File: config.mk
export PLATFORM = sky130hd
export DESIGN_NAME = nvmus_unlock_sequencer
export DESIGN_NICKNAME = d
export VERILOG_FILES = /design/src/hw/nvmus_pkg.sv /design/src/hw/nvmus_key_seq.sv /design/src/hw/nvmus_unlock_sequencer.sv
export SDC_FILE = /design/constraint.sdc
export NUM_CORES = 1
export LEC_CHECK = 0
export ABC_AREA = 1
export BUFFER_PORTS_ARGS = -buffer_cell sky130_fd_sc_hd__buf_4
export CAP_MARGIN = 20
export CORE_AREA = 2 2 55 42
export CTS_CLUSTER_SIZE = 16
export DETAILED_ROUTE_END_ITERATION = 7
export DIE_AREA = 0 0 57 44
export SETUP_SLACK_MARGIN = 0.5
export SYNTH_ARGS = -nofsm -noshare
export SYNTH_HDL_FRONTEND = slang
export SYNTH_SLANG_ARGS = --single-unit
File: constraint.sdc
create_clock -name sys_clk -period 1.9 [get_ports sys_clk]
set_input_delay 0.095 -clock sys_clk [delete_from_list [all_inputs] [get_ports sys_clk]]
set_output_delay 0.095 -clock sys_clk [all_outputs]
set_load 0.05 [all_outputs]
File: src/hw/nvmus_pkg.sv
// Shared constants and types for the flash unlock sequencer
package nvmus_pkg;

	// ----------------------------------------------------------------
	// Core write targets
	// ----------------------------------------------------------------
	localparam logic [1:0] TGT_OTHER = 2'h0;
	localparam logic [1:0] TGT_CTRL = 2'h1;
	localparam logic [1:0] TGT_KEY = 2'h2;

	// ----------------------------------------------------------------
	// Unlock keys and sequence timing
	// ----------------------------------------------------------------
	localparam logic [7:0] KEY_FIRST = 8'h55;
	localparam logic [7:0] KEY_SECOND = 8'hAA;
	// Spare instruction cycles allowed between two steps (next key load)
	localparam logic [1:0] SEQ_GAP_MAX = 2'h1;
	localparam logic [1:0] GAP_RESET = 2'h0;

	// ----------------------------------------------------------------
	// Flash control register layout
	// ----------------------------------------------------------------
	localparam int CTRL_WR_BIT = 0;
	localparam int CTRL_ENABLE_BIT = 1;
	localparam int CTRL_OP_LSB = 2;
	localparam int CTRL_OP_MSB = 3;
	localparam logic [7:0] CTRL_RESET = 8'h00;
	localparam logic [7:0] CTRL_MASK = 8'h0F;

	// ----------------------------------------------------------------
	// Operation kinds carried in the control register
	// ----------------------------------------------------------------
	localparam logic [1:0] OP_ROW_ERASE = 2'h0;
	localparam logic [1:0] OP_LATCH_LOAD = 2'h1;
	localparam logic [1:0] OP_LATCH_COMMIT = 2'h2;
	localparam logic [1:0] OP_USERID_COMMIT = 2'h3;

	// One register write issued by the core
	typedef struct packed {
		logic en;
		logic [1:0] tgt;
		logic [7:0] data;
	} nvmus_wr_t;

endpackage : nvmus_pkg

File: src/hw/nvmus_key_seq.sv
// Unlock key sequence tracker
`timescale 1ns/1ns
module nvmus_key_seq import nvmus_pkg::*; (
	input wire logic sys_clk,
	input wire logic arst_n,
	input wire nvmus_wr_t core_wr,
	input wire logic instr_ret,
	input wire logic irq_taken,
	output logic unlocked
);

	typedef enum logic [1:0] {S_IDLE, S_KEY1, S_KEY2} nvmus_seq_t;

	nvmus_seq_t state_r, state_nxt;
	logic [1:0] gap_r, gap_nxt;
	logic key_wr;

	// ----------------------------------------------------------------
	// Sequence next state
	// ----------------------------------------------------------------
	// Only register effects are watched, never opcodes
	always_comb begin
		state_nxt = state_r;
		gap_nxt = gap_r;
		key_wr = core_wr.en && (core_wr.tgt == TGT_KEY);
		if (irq_taken) begin
			state_nxt = S_IDLE; // Interrupt breaks the order
			gap_nxt = GAP_RESET;
		end else if (core_wr.en) begin
			gap_nxt = GAP_RESET;
			if (key_wr && core_wr.data == KEY_FIRST) begin
				state_nxt = S_KEY1; // First key
			end else if (key_wr && core_wr.data == KEY_SECOND &&
					state_r == S_KEY1) begin
				state_nxt = S_KEY2; // Second key right after first
			end else begin
				state_nxt = S_IDLE; // Any other write ends it
			end
		end else if (instr_ret && state_r != S_IDLE) begin
			if (gap_r == SEQ_GAP_MAX) begin
				state_nxt = S_IDLE; // Too many cycles between steps
				gap_nxt = GAP_RESET;
			end else begin
				gap_nxt = gap_r + 2'h1;
			end
		end
	end

	// Sequence registers
	always_ff @(posedge sys_clk or negedge arst_n) begin
		if (!arst_n) begin
			state_r <= S_IDLE;
			gap_r <= GAP_RESET;
		end else begin
			state_r <= state_nxt;
			gap_r <= gap_nxt;
		end
	end

	assign unlocked = (state_r == S_KEY2);

	// ----------------------------------------------------------------
	// Checks
	// ----------------------------------------------------------------
	chk_key2_entry: assert property (
		@(posedge sys_clk) disable iff (!arst_n)
		(state_r == S_KEY2 && $past(state_r) != S_KEY2) |->
		($past(state_r) == S_KEY1 && $past(key_wr) &&
		$past(core_wr.data) == KEY_SECOND))
		else $error("second key stage entered without first key");

	chk_irq_abort: assert property (
		@(posedge sys_clk) disable iff (!arst_n)
		irq_taken |=> state_r == S_IDLE)
		else $error("interrupt did not abort the unlock sequence");

	chk_gap_abort: assert property (
		@(posedge sys_clk) disable iff (!arst_n)
		(state_r != S_IDLE && !core_wr.en && instr_ret ##1
		!core_wr.en && instr_ret) |=> state_r == S_IDLE)
		else $error("sequence survived two idle instruction cycles");

endmodule : nvmus_key_seq

File: src/hw/nvmus_unlock_sequencer.sv
// Flash unlock sequencer: control register, trigger and core stall
// Notes on behaviour
// - Erase, latch load or commits start only after a full unbroken unlock.
// - Setting the trigger bit after both keys, with the enable bit already set, starts the operation.
// - Extra writes, interrupts or more than one spare cycle between steps reject it.
// - Core is stalled from trigger until the flash operation completes.
// - No idle instructions needed; the next instruction runs after stall.
// - Steps are recognised by register writes alone, not by opcode.
`timescale 1ns/1ns
module nvmus_unlock_sequencer import nvmus_pkg::*; (
	input wire logic sys_clk,
	input wire logic arst_n,
	input wire nvmus_wr_t core_wr,
	input wire logic instr_ret,
	input wire logic irq_taken,
	input wire logic flash_done,
	output logic core_stall,
	output logic flash_start,
	output logic [1:0] flash_op,
	output logic [7:0] ctrl_rd
);

	typedef enum logic {O_IDLE, O_BUSY} nvmus_op_state_t;

	nvmus_op_state_t op_state_r, op_state_nxt;
	logic [7:0] ctrl_r, ctrl_nxt;
	logic stall_r, stall_nxt;
	logic start_r, start_nxt;
	logic [1:0] op_r, op_nxt;
	logic unlocked;
	logic ctrl_wr;
	logic trig_req;
	logic launch;

	// ----------------------------------------------------------------
	// Key sequence tracker
	// ----------------------------------------------------------------
	nvmus_key_seq u_key_seq (
		.sys_clk(sys_clk),
		.arst_n(arst_n),
		.core_wr(core_wr),
		.instr_ret(instr_ret),
		.irq_taken(irq_taken),
		.unlocked(unlocked)
	);

	// ----------------------------------------------------------------
	// Trigger decode
	// ----------------------------------------------------------------
	// Launch needs both keys, the enable bit and an idle array
	always_comb begin
		ctrl_wr = core_wr.en && (core_wr.tgt == TGT_CTRL);
		trig_req = ctrl_wr && core_wr.data[CTRL_WR_BIT];
		launch = trig_req && unlocked &&
			ctrl_r[CTRL_ENABLE_BIT] &&
			(op_state_r == O_IDLE);
	end

	// ----------------------------------------------------------------
	// Control register and operation next state
	// ----------------------------------------------------------------
	always_comb begin
		ctrl_nxt = ctrl_r;
		op_state_nxt = op_state_r;
		stall_nxt = stall_r;
		start_nxt = 1'b0;
		op_nxt = op_r;
		unique case (op_state_r)
			O_IDLE: begin
				if (ctrl_wr) begin
					// Trigger bit only sticks when the launch is legal
					ctrl_nxt = core_wr.data & CTRL_MASK;
					ctrl_nxt[CTRL_WR_BIT] = launch;
				end
				if (launch) begin
					op_state_nxt = O_BUSY;
					start_nxt = 1'b1;
					stall_nxt = 1'b1; // Hold the core from next cycle
					op_nxt = core_wr.data[CTRL_OP_MSB:CTRL_OP_LSB];
				end
			end
			O_BUSY: begin
				// Core is held; a control write arriving while busy is ignored, though key writes still reach the key tracker
				if (flash_done) begin
					op_state_nxt = O_IDLE;
					stall_nxt = 1'b0; // Release onto next instruction
					ctrl_nxt[CTRL_WR_BIT] = 1'b0;
				end
			end
		endcase
	end

	// Operation registers
	always_ff @(posedge sys_clk or negedge arst_n) begin
		if (!arst_n) begin
			op_state_r <= O_IDLE;
			ctrl_r <= CTRL_RESET;
			stall_r <= 1'b0;
			start_r <= 1'b0;
			op_r <= OP_ROW_ERASE;
		end else begin
			op_state_r <= op_state_nxt;
			ctrl_r <= ctrl_nxt;
			stall_r <= stall_nxt;
			start_r <= start_nxt;
			op_r <= op_nxt;
		end
	end

	// ----------------------------------------------------------------
	// Outputs
	// ----------------------------------------------------------------
	assign core_stall = stall_r;
	assign flash_start = start_r;
	assign flash_op = op_r;
	assign ctrl_rd = ctrl_r;

	// ----------------------------------------------------------------
	// Checks
	// ----------------------------------------------------------------
	chk_start_unlocked: assert property (
		@(posedge sys_clk) disable iff (!arst_n)
		flash_start |-> ($past(unlocked) &&
		$past(ctrl_r[CTRL_ENABLE_BIT]) && $past(trig_req)))
		else $error("flash start without full unlock");

	chk_enable_gate: assert property (
		@(posedge sys_clk) disable iff (!arst_n)
		(trig_req && !ctrl_r[CTRL_ENABLE_BIT]) |=>
		(!flash_start && !ctrl_r[CTRL_WR_BIT]))
		else $error("trigger honoured with enable bit clear");

	chk_trigger_start: assert property (
		@(posedge sys_clk) disable iff (!arst_n)
		(trig_req && unlocked && ctrl_r[CTRL_ENABLE_BIT] &&
		!core_stall) |=>
		(flash_start && core_stall && ctrl_r[CTRL_WR_BIT]))
		else $error("legal trigger did not start the operation");

	chk_start_pulse: assert property (
		@(posedge sys_clk) disable iff (!arst_n)
		flash_start |=> !flash_start)
		else $error("flash start longer than one cycle");

	chk_stall_hold: assert property (
		@(posedge sys_clk) disable iff (!arst_n)
		(core_stall && !flash_done) |=> core_stall)
		else $error("stall dropped before flash completion");

	chk_stall_release: assert property (
		@(posedge sys_clk) disable iff (!arst_n)
		(core_stall && flash_done) |=>
		(!core_stall && !ctrl_r[CTRL_WR_BIT]))
		else $error("stall not released one cycle after completion");

	chk_no_key_start: assert property (
		@(posedge sys_clk) disable iff (!arst_n)
		(trig_req && !unlocked) |=> !flash_start [*2])
		else $error("trigger accepted without key sequence");

	chk_op_kind: assert property (
		@(posedge sys_clk) disable iff (!arst_n)
		flash_start |-> (flash_op ==
		$past(core_wr.data[CTRL_OP_MSB:CTRL_OP_LSB])))
		else $error("operation kind differs from triggering write");

	// ----------------------------------------------------------------
	// Checks on the busy phase
	// ----------------------------------------------------------------
	// Trigger bit reads back set exactly while the core is held
	chk_trigger_image: assert property (
		@(posedge sys_clk) disable iff (!arst_n)
		ctrl_rd[CTRL_WR_BIT] == core_stall)
		else $error("trigger bit image differs from stall state");

	// A stall only begins together with a start pulse
	chk_stall_entry: assert property (
		@(posedge sys_clk) disable iff (!arst_n)
		$rose(core_stall) |-> flash_start)
		else $error("stall raised without a flash start");

	// One operation at a time: no start while the array is busy
	chk_single_op: assert property (
		@(posedge sys_clk) disable iff (!arst_n)
		core_stall |=> !flash_start)
		else $error("second operation started while busy");

	// Writes arriving while held leave the register untouched
	chk_busy_frozen: assert property (
		@(posedge sys_clk) disable iff (!arst_n)
		(core_stall && !flash_done) |=> $stable(ctrl_rd))
		else $error("control register changed while held");

	// Operation kind stays put for the whole busy phase
	chk_op_steady: assert property (
		@(posedge sys_clk) disable iff (!arst_n)
		(core_stall && !flash_start) |-> $stable(flash_op))
		else $error("operation kind changed while busy");

	// A completion pulse seen while idle changes nothing
	chk_stray_done: assert property (
		@(posedge sys_clk) disable iff (!arst_n)
		(!core_stall && flash_done && !ctrl_wr) |=>
		(!core_stall && $stable(ctrl_rd)))
		else $error("idle completion pulse disturbed the block");

	// An interrupt leaves no unlock for the write after it
	chk_irq_no_start: assert property (
		@(posedge sys_clk) disable iff (!arst_n)
		irq_taken |-> ##2 !flash_start)
		else $error("start followed an interrupted sequence");

	// The write held over the stall lands on the first free edge
	chk_free_after: assert property (
		@(posedge sys_clk) disable iff (!arst_n)
		($fell(core_stall) && ctrl_wr) |=>
		(ctrl_rd[CTRL_OP_MSB:CTRL_ENABLE_BIT] ==
		$past(core_wr.data[CTRL_OP_MSB:CTRL_ENABLE_BIT])))
		else $error("write after the stall was not taken");

endmodule : nvmus_unlock_sequencer

==> flow_summary_export.csv, run 1 <==
group,metric,value,unit
timing,report.final.setup_viol,0,
global_route,grt_pass1_wl,2330,um
power_and_ir_drop,clockPowerShare,0.281,
place,pre_cts_ws,0.866,ns
yosys,synth_most_common_cell,"nand2_1",
cts,path_clk_slew,0.08,ns
route,postRouteAntennaNets,0,
yosys,synth_common_cells,"24 x nand2_1, 13 x dfrtp_1, 11 x inv_1, 8 x nor2_1",
worst_setup_path,rr_worst_depth,4,
cts,cts-resized-gates,0,
global_route,top_usage_layer,"met1",
route,dr.pass1.iters,4,
floorplanning,dieArea,0.00251,mm2
power_and_ir_drop,leakage,0.485,nW
power_and_ir_drop,power_density,699,mW/mm2
global_route,antenna_found_initial,0,
worst_setup_path,worstReg2RegStart,"op_state_r",
worst_setup_path,worstSetupPathDepth,4,
floorplanning,core-area,0.00200,mm2
worst_setup_path,worst_ep_arrival_time,1.21,ns
cts,postCtsSetupBuffers,0,
cts,clock_latency,0.27,ns
worst_setup_path,critPathBufInv,0,
yosys,yosysTopAreaCellShare,0.506,
worst_setup_path,critPathMaxStageDelay,0.43,ns
cts,htreeDepth,1,
global_route,grt_remaining_overflow,0,
power_and_ir_drop,p_comb_frac,0.230,
place,globalplace.congestion,0.701,
power_and_ir_drop,peakVddDrop,0.000417,V
floorplanning,die_x,57,um
timing,setup_ws,0.861,ns
cells_and_area,nets,124,
worst_setup_path,critPathTopFamily,"simple AND/OR/NAND/NOR gates",
timing,rsz0062_at_grt,"false",
timing,finalMaxSlewViolations,0,
worst_setup_path,worst-path-max-fanout,8,
yosys,ys_warn_count,0,
cts,cts_buffers,3,
worst_setup_path,worstSetupPathType,"reg2reg",
worst_setup_path,startpoint,"op_state_r",
worst_setup_path,cp_slowest_cell,"dfrtp_1",
yosys,yosys-top-cells-area,"dfrtp_1 51%, nand2_1 14%, inv_1 6.4%",
global_route,met2_usage,0.170,
timing,post-route-period-util,0.547,
route,drtIter0Drc,12,
floorplanning,io_pins,28,
timing,fmax,962,MHz
cells_and_area,area_growth,34.2,%
power_and_ir_drop,netSwitchingPower,0.189,mW
power_and_ir_drop,p_seq_frac,0.489,
worst_setup_path,crit_path_cell_trace,"nor3_4, nand2_4, nand2_1, o21ai_2",
yosys,postSynth.asyncResetShare,1.00,
cts,root_buffer,"clkbuf_4",
yosys,synth.largest_area_cell,"dfrtp_1",
cts,ctsHoldBuffers,1,
route,vias,541,
yosys,synth_cell_types,16,
floorplanning,start_util,0.322,
power_and_ir_drop,power,0.603,mW
floorplanning,rows,14,
yosys,postSynthCellCount,80,
route,wl,1270,um
cells_and_area,final_util,0.432,
cts,cts_tree,"done",
global_route,met1_usage,0.177,
cells_and_area,layout-drive-gt1-share,0.299,
route,drc,0,
floorplanning,die_y,44,um
yosys,ys_seq_elements,13,
worst_setup_path,start_kind,"register",
run,max_cap_violations,0,
global_route,globalRouteMet3Util,0.0388,
worst_setup_path,worstReg2RegEnd,"flash_op[0]",
power_and_ir_drop,netSwitchingFraction,0.312,
place,port_buffers,23,
place,hpwlAfterDp,1020,um
worst_setup_path,endpoint,"flash_op[0]",
yosys,syn_area,643,um2
timing,timing.final.crit_period,1.04,ns
power_and_ir_drop,internal_power,0.415,mW
cells_and_area,num_antenna_cells,0,
run_status,status,"completed",
global_route,grt_usage,0.125,
yosys,syn_area_per_cell,8.04,um2
global_route,grt_max_degree,14,
cts,clock-sinks,13,
worst_setup_path,endpoint_kind,"register",
route,routed_via_density,4.13,
timing,hold_ws,0.0199,ns
worst_setup_path,cp.required,2.07,ns
yosys,ys_seq_area_frac,0.506,
timing,hold_viol,0,
hold_path,hold_path.class,"in2reg",
cts,cts_buffer_depth,2,
timing,fin_skew,0.00168,ns
timing,setup_tns,0,ns
yosys,synth_edf_count,0,
yosys,synth_ff_type,"dfrtp_1",
worst_setup_path,r2r_setup_slack,0.86,ns
global_route,first_global_vias,540,
route,drt-wirelength-per-cell,9.66,um
final cells by class:
cell class | instances | area (um2)
Fill cell | 221 | 1130
Sequential cell | 13 | 325
Multi-Input combinational cell | 54 | 254
Timing Repair Buffer | 24 | 183
Inverter | 12 | 45.0
Tap cell | 24 | 30.0
Clock buffer | 4 | 26.3
cells in the final DEF (no fill, tap or decap):
cell and instances:
inv_2 1, dfrtp_1 13, nor2_1 8, o21ai_0 4, clkbuf_1 1, nand4_1 2
a21oi_1 1, nor3_1 2, conb_1 4, buf_4 23, o21ai_1 4, dlygate4sd3_1 1
nand2_2 1, nand2_1 24, nand2_4 1, inv_1 11, nor3_4 1, o21ai_2 2
clkbuf_4 3
sequential cells by signal (all words and copies together) (netlist names):
| signal | cells |
|---|---|
| ctrl_rd | 4 |
| flash_op | 2 |
| u_key_seq.gap_r | 2 |
| u_key_seq.state_r | 2 |
| core_stall | 1 |
| flash_start | 1 |
| op_state_r | 1 |
layer usage:
| layer | part of all wire | up-vias | routed length (um) |
|---|---|---|---|
| li1 | - | 295 | - |
| met1 | 0.51 | 227 | 642 |
| met2 | 0.41 | 17 | 520 |
| met3 | 0.073 | 2 | 92 |
| met4 | 0.0079 | 0 | 10 |
| met5 | 0 | - | 0 |
metrics by stage:
stage | area, um2 | cells
after floorplan | 654 | 83
after detailed placement | 827 | 126
after global placement | 827 | 126
after global routing | 863 | 131
after CTS | 863 | 131
final | 863 | 131
worst register-to-register path, delay by kind of cell, from the launching register on:
family,cells,cell delay [ns]
DFF,1,0.43
AOI/OAI and AO/OA,1,0.05
and+or+nand+nor,3,0.47
power groups by stage:
| stage | clock (mW) | combinational, mW | sequential [mW] |
|---|---|---|---|
| 2_1_floorplan | 0 | 0.0486 | 0.338 |
| 3_3_place_gp | 0 | 0.137 | 0.300 |
| 3_5_place_dp | 0 | 0.139 | 0.300 |
| 4_1_cts | 0.181 | 0.140 | 0.295 |
| 5_1_grt | 0.194 | 0.151 | 0.297 |
| 6_report | 0.170 | 0.139 | 0.295 |
cells by family (layout without fill, tap and decap cells):
group                  count (synthesis)  in the layout  synth area share
and+or+nand+nor                       39             39             0.274
buffers and inverters                 16             40             0.117
DFF                                   13             13             0.506
AOI/OAI and AO/OA                     11             11            0.0973
other                                  1              4           0.00583
how the worst min path moves through the flow:
stage                          start                    to  slack (ns)  depth (start not counted)
after CTS                 flash_done            op_state_r        0.01                          2
after detailed placement      arst_n  u_key_seq.state_r[0]       -0.05                          1
final                     flash_done            op_state_r        0.02                          2
after global placement        arst_n  u_key_seq.state_r[1]       -0.05                          1
after global routing      flash_done            op_state_r        0.02                          2
after floorplan               arst_n            core_stall       -0.20                          0
(Power assumes the default switching activity.)
==> run 2, diff against run 1 <==
- ABC_AREA: 1 -> 0
- clock period: 1.9 -> 0.8 ns (I/O delays scaled with it)
==> flow_summary_export.csv, run 2 <==
group,metric,value,unit
cts,path_clk_slew,0.08,ns
cells_and_area,final_util,0.518,
cts,htreeDepth,1,
worst_setup_path,crit_path_cell_trace,"and4bb_4, and4_4, mux2_4",
cts,cts_tree,"done",
route,drtIter0Drc,6,
cts,cts_buffer_depth,2,
worst_setup_path,cp_slowest_cell,"dfrtp_1",
yosys,syn_area,636,um2
global_route,grt_pass1_wl,2430,um
worst_setup_path,worstSetupPathType,"reg2reg",
timing,rsz0062_at_grt,"true",
yosys,ys_seq_area_frac,0.512,
power_and_ir_drop,p_comb_frac,0.265,
cells_and_area,num_antenna_cells,0,
yosys,syn_area_per_cell,12.5,um2
timing,report.final.setup_viol,21,
hold_path,hold_path.class,"in2async",
power_and_ir_drop,clockPowerShare,0.269,
worst_setup_path,cp.required,0.96,ns
global_route,grt_max_degree,14,
cells_and_area,area_growth,62.6,%
power_and_ir_drop,peakVddDrop,0.00143,V
worst_setup_path,worst_ep_arrival_time,1.50,ns
yosys,synth_common_cells,"13 x dfrtp_1, 4 x buf_4, 4 x nand2_1, 3 x mux2_2, 3 x nor4bb_1",
timing,setup_ws,-0.538,ns
power_and_ir_drop,internal_power,1.06,mW
global_route,grt_remaining_overflow,0,
floorplanning,die_x,57,um
yosys,synth_edf_count,0,
yosys,postSynth.asyncResetShare,1.00,
cells_and_area,nets,107,
timing,setup_tns,-5.58,ns
cts,clock_latency,0.28,ns
cells_and_area,largest_reg_flops,4,
yosys,synth_most_common_cell,"dfrtp_1",
place,port_buffers,23,
floorplanning,rows,14,
global_route,first_global_vias,523,
cells_and_area,layout-drive-gt1-share,0.667,
worst_setup_path,worst-path-max-fanout,3,
worst_setup_path,start_kind,"register",
cts,cts_buffers,3,
route,dr.pass1.iters,4,
worst_setup_path,critPathTopFamily,"simple AND/OR/NAND/NOR gates",
run,max_cap_violations,0,
route,vias,519,
floorplanning,io_pins,28,
power_and_ir_drop,power,1.52,mW
yosys,postSynthCellCount,51,
worst_setup_path,critPathMaxStageDelay,0.38,ns
route,drt-met1-wl,655,um
global_route,antenna_found_initial,0,
power_and_ir_drop,p_seq_frac,0.467,
place,globalplace.congestion,0.667,
floorplanning,start_util,0.318,
power_and_ir_drop,netSwitchingFraction,0.303,
route,postRouteAntennaNets,0,
floorplanning,die_y,44,um
power_and_ir_drop,netSwitchingPower,0.462,mW
worst_setup_path,critPathBufInv,0,
yosys,synth_ff_type,"dfrtp_1",
timing,fin_skew,0.00301,ns
worst_setup_path,rr_worst_depth,3,
timing,fmax,747,MHz
global_route,grt_usage,0.134,
yosys,yosys-top-cells-area,"dfrtp_1 51%, mux2_2 5.3%, nor4bb_1 4.7%",
cells_and_area,mostFrequentLayoutCell,"buf_4",
power_and_ir_drop,leakage,0.505,nW
route,route.met3.wl,122,um
route,drc,0,
yosys,ys_seq_elements,13,
timing,timing.final.crit_period,1.34,ns
yosys,synth.largest_area_cell,"dfrtp_1",
cts,clock-sinks,13,
timing,finalMaxSlewViolations,0,
place,pre_cts_ws,-0.555,ns
route,top_layer,"met3",
run_status,violations,"negative hold slack, negative setup slack",
timing,hold_viol,13,
run_status,status,"finished, violations left",
yosys,yosysTopAreaCellShare,0.512,
route,drt-wirelength-per-cell,12.2,um
yosys,synth_cell_types,24,
floorplanning,core-area,0.00200,mm2
timing,post-route-period-util,1.67,
timing,hold_ws,-0.413,ns
route,wl,1390,um
cells_and_area,final_cell_mix,"22 x buf_4, 14 x buf_6, 7 x dfrtp_1",
floorplanning,dieArea,0.00251,mm2
worst_setup_path,endpoint_kind,"register",
cts,root_buffer,"clkbuf_4",
worst_setup_path,worstSetupPathDepth,3,
route,routed_via_density,4.55,
power_and_ir_drop,power_density,1480,mW/mm2
yosys,ys_warn_count,0,
route,wl_met2,610,um
[run 2: changes by cell type after synthesis, moves of 3 or more]
cell,previous run,this run
inv_1,11,1
nor2_1,8,2
nor4bb_1,0,3
o21ai_1,4,0
mux2_2,0,3
nand2_1,24,4
[run 2: power groups by stage]
| stage | clock (mW) | combinational, mW | sequential, mW |
|---|---|---|---|
| floorplan | 0 | 0.100 | 0.823 |
| global placement | 0 | 0.359 | 0.719 |
| detailed placement | 0 | 0.363 | 0.719 |
| CTS | 0.436 | 0.407 | 0.712 |
| global route | 0.474 | 0.429 | 0.716 |
| finish | 0.410 | 0.403 | 0.711 |
[run 2: logic make-up (layout without fill, tap and decap cells)]
| kind of cell | after synthesis | count (layout) | share of synthesized area |
|---|---|---|---|
| buffers and inverters | 6 | 42 | 0.0709 |
| XOR/XNOR | 1 | 1 | 0.0138 |
| AND/OR/NAND/NOR | 16 | 16 | 0.183 |
| flip-flops | 13 | 13 | 0.512 |
| other | 1 | 4 | 0.00590 |
| AO/OA/AOI/OAI | 9 | 9 | 0.114 |
| multiplexers | 5 | 5 | 0.100 |
[run 2: final cells by class]
| cell class | instances | area (um2) |
|---|---|---|
| tap | 24 | 30.0 |
| fill | 187 | 963 |
| multi-input combinational | 35 | 303 |
| sequential | 13 | 333 |
| inverter | 1 | 3.75 |
| clock buffer | 4 | 26.3 |
| timing repair buffer | 37 | 338 |
[run 2: layer usage]
metal,GRT usage,vias up
met1,0.174,239
met4,0.0419,0
met3,0.0657,0
met2,0.198,23
met5,0,-
li1,-,257
[run 2: metrics by stage]
step	hold WS [ns]	std cells	area (um2)
2_1_floorplan	-0.256	54	654
3_3_place_gp	-0.105	106	891
3_5_place_dp	-0.102	106	891
4_1_cts	-0.411	111	1000
5_1_grt	-0.423	114	1030
6_report	-0.413	114	1030
[run 2: path summary, 6_finish.rpt]
kind	startpoint	endpoint	slack, ns
worst max-delay path	op_state_r	flash_op[0]	-0.54
worst min-delay path	arst_n	u_key_seq.gap_r[1]	-0.41
worst max register to register	op_state_r	flash_op[0]	-0.54
worst min register to register	core_stall	core_stall	0.50
max in group asynchronous	arst_n	flash_start	1.03
min in group sys_clk	irq_taken	u_key_seq.gap_r[0]	0.01
[run 2: repair_timing]
| action | in CTS | in global routing |
|---|---|---|
| pin swaps | 2 | 1 |
| endpoints found under the setup margin | 21 | 21 |
| hold endpoints to repair | 13 | 13 |
| setup buffers | 1 | 3 |
| gates resized for setup | 20 | 3 |
==> run 3, diff against run 2 <==
==> constraint.sdc (replaced) <==
create_clock -name sys_clk -period 0.8 [get_ports sys_clk]
set_input_delay 0.08 -clock sys_clk [delete_from_list [all_inputs] [get_ports sys_clk]]
set_output_delay 0.08 -clock sys_clk [all_outputs]
set_load 0.05 [all_outputs]
==> flow_summary_export.csv, run 3 (same netlist as run 2, synthesis figures left out) <==
group,metric,value,unit
timing,report.final.setup_viol,21,
route,drc,0,
timing,hold_ws,-0.379,ns
global_route,grt_max_degree,14,
cells_and_area,stdcell_area,0.00104,mm2
place,port_buffers,23,
cts,clock-sinks,13,
route,drtIter0Drc,4,
floorplanning,io_pins,28,
cells_and_area,num_antenna_cells,0,
cts,htreeDepth,1,
power_and_ir_drop,power_density,1480,mW/mm2
worst_setup_path,cp_slowest_cell,"dfrtp_1",
cts,cts_tree,"done",
route,dr.pass1.iters,2,
timing,fmax,750,MHz
worst_setup_path,critPathMaxStageDelay,0.38,ns
place,globalplace.congestion,0.701,
worst_setup_path,critPathBufInv,0,
worst_setup_path,start_kind,"register",
cells_and_area,seqCellArea,333,um2
route,routed_via_density,4.63,
floorplanning,die_y,44,um
cells_and_area,layout-drive-gt1-share,0.681,
floorplanning,rows,14,
cells_and_area,final_cell_mix,"24 x buf_4, 13 x buf_6, 7 x dfrtp_1",
floorplanning,dieArea,0.00251,mm2
floorplanning,die_x,57,um
route,vias,533,
cells_and_area,multi_input_area,308,um2
global_route,first_global_vias,562,
cells_and_area,fillers,199,
cells_and_area,nets,108,
worst_setup_path,worstSetupPathType,"reg2reg",
run,max_cap_violations,0,
worst_setup_path,r2r_setup_slack,-0.53,ns
cts,cts_buffers,3,
worst_setup_path,worst_ep_arrival_time,1.50,ns
cts,path_clk_slew,0.09,ns
power_and_ir_drop,leakage,0.508,nW
timing,finalMaxSlewViolations,0,
worst_setup_path,cp.required,0.96,ns
global_route,grt_usage,0.142,
run_status,violations,"negative hold slack, negative setup slack",
cts,cts_buffer_depth,2,
floorplanning,core-area,0.00200,mm2
floorplanning,start_util,0.318,
global_route,antenna_found_initial,0,
place,dpl_cell_area,898,um2
global_route,grt_remaining_overflow,0,
timing,timing.final.crit_period,1.33,ns
worst_setup_path,worstSetupPathDepth,3,
cells_and_area,mostFrequentLayoutCell,"buf_4",
route,postRouteAntennaNets,0,
timing,setup_ws,-0.533,ns
cts,clock_latency,0.28,ns
power_and_ir_drop,peakVddDrop,0.000829,V
timing,rsz0062_at_grt,"true",
timing,fin_skew,0.0105,ns
timing,post-route-period-util,1.67,
route,drt-wirelength-per-cell,13.2,um
worst_setup_path,crit_path_cell_trace,"and4bb_4, and4_4, mux2_4",
timing,hold_viol,13,
worst_setup_path,worst-path-max-fanout,4,
run_status,status,"finished, violations left",
worst_setup_path,critPathTopFamily,"simple AND/OR/NAND/NOR gates",
route,wl,1520,um
worst_setup_path,rr_worst_depth,3,
cts,root_buffer,"clkbuf_4",
hold_path,hold_path.class,"in2async",
cells_and_area,largest_reg_flops,4,
worst_setup_path,endpoint_kind,"register",
place,hpwlAfterDp,1150,um
global_route,grt_pass1_wl,2570,um
cells_and_area,area_growth,64.0,%
run 3: cell types whose count changed in the layout (fill, tap and decap cells not counted), sizes merged:
cell / delta
buf: +1
run 3: repair_timing:
action | 4_1_cts | 5_1_grt
resized for setup | 22 | 1
endpoints found under the hold margin | 13 | 13
setup endpoints to repair | 21 | 21
gates cloned | 0 | 0
pin swaps | 5 | 0
buffers inserted | 3 | 1
run 3: final timing paths:
check                                 from                 end
worst max register to register  op_state_r         flash_op[1]
max in group asynchronous           arst_n          ctrl_rd[0]
worst min-delay path                arst_n  u_key_seq.gap_r[1]
worst min register to register  core_stall          core_stall
worst max-delay path            op_state_r         flash_op[1]
min in group sys_clk            core_wr[1]          ctrl_rd[1]
run 3: per-stage QoR:
step | worst slack [ns] | setup TNS, ns | util | power (mW) | cells
3_5_place_dp | -0.579 | -4.83 | 0.450 | 1.08 | 107
5_1_grt | -0.563 | -6.87 | 0.522 | 1.61 | 115
3_3_place_gp | -0.542 | -4.52 | 0.450 | 1.08 | 107
4_1_cts | -0.532 | -6.13 | 0.516 | 1.56 | 114
2_1_floorplan | -0.595 | -3.76 | - | 0.923 | 54
6_report | -0.533 | -6.10 | 0.522 | 1.54 | 115
run 3: cell type report:
type,instances,share of cell area
repair buffers,38,0.328
flip-flops and latches,13,0.319
multi-input cells,35,0.295
well taps,24,0.0288
clock buffers,4,0.0252
inverters,1,0.00360
run 3: layer usage:
layer	vias to the layer above	track usage	wire length, um
li1	258	-	-
met1	252	0.187	726
met2	21	0.214	680
met3	2	0.0507	98
met4	0	0.0558	10
met5	-	0	0
run 3: where the power goes:
part           internal (mW)  switching, mW  leakage (nW)  total [mW]
Combinational          0.179          0.228         0.325       0.406
Clock                  0.193          0.227        0.0150       0.421
Sequential             0.691         0.0222         0.167       0.713
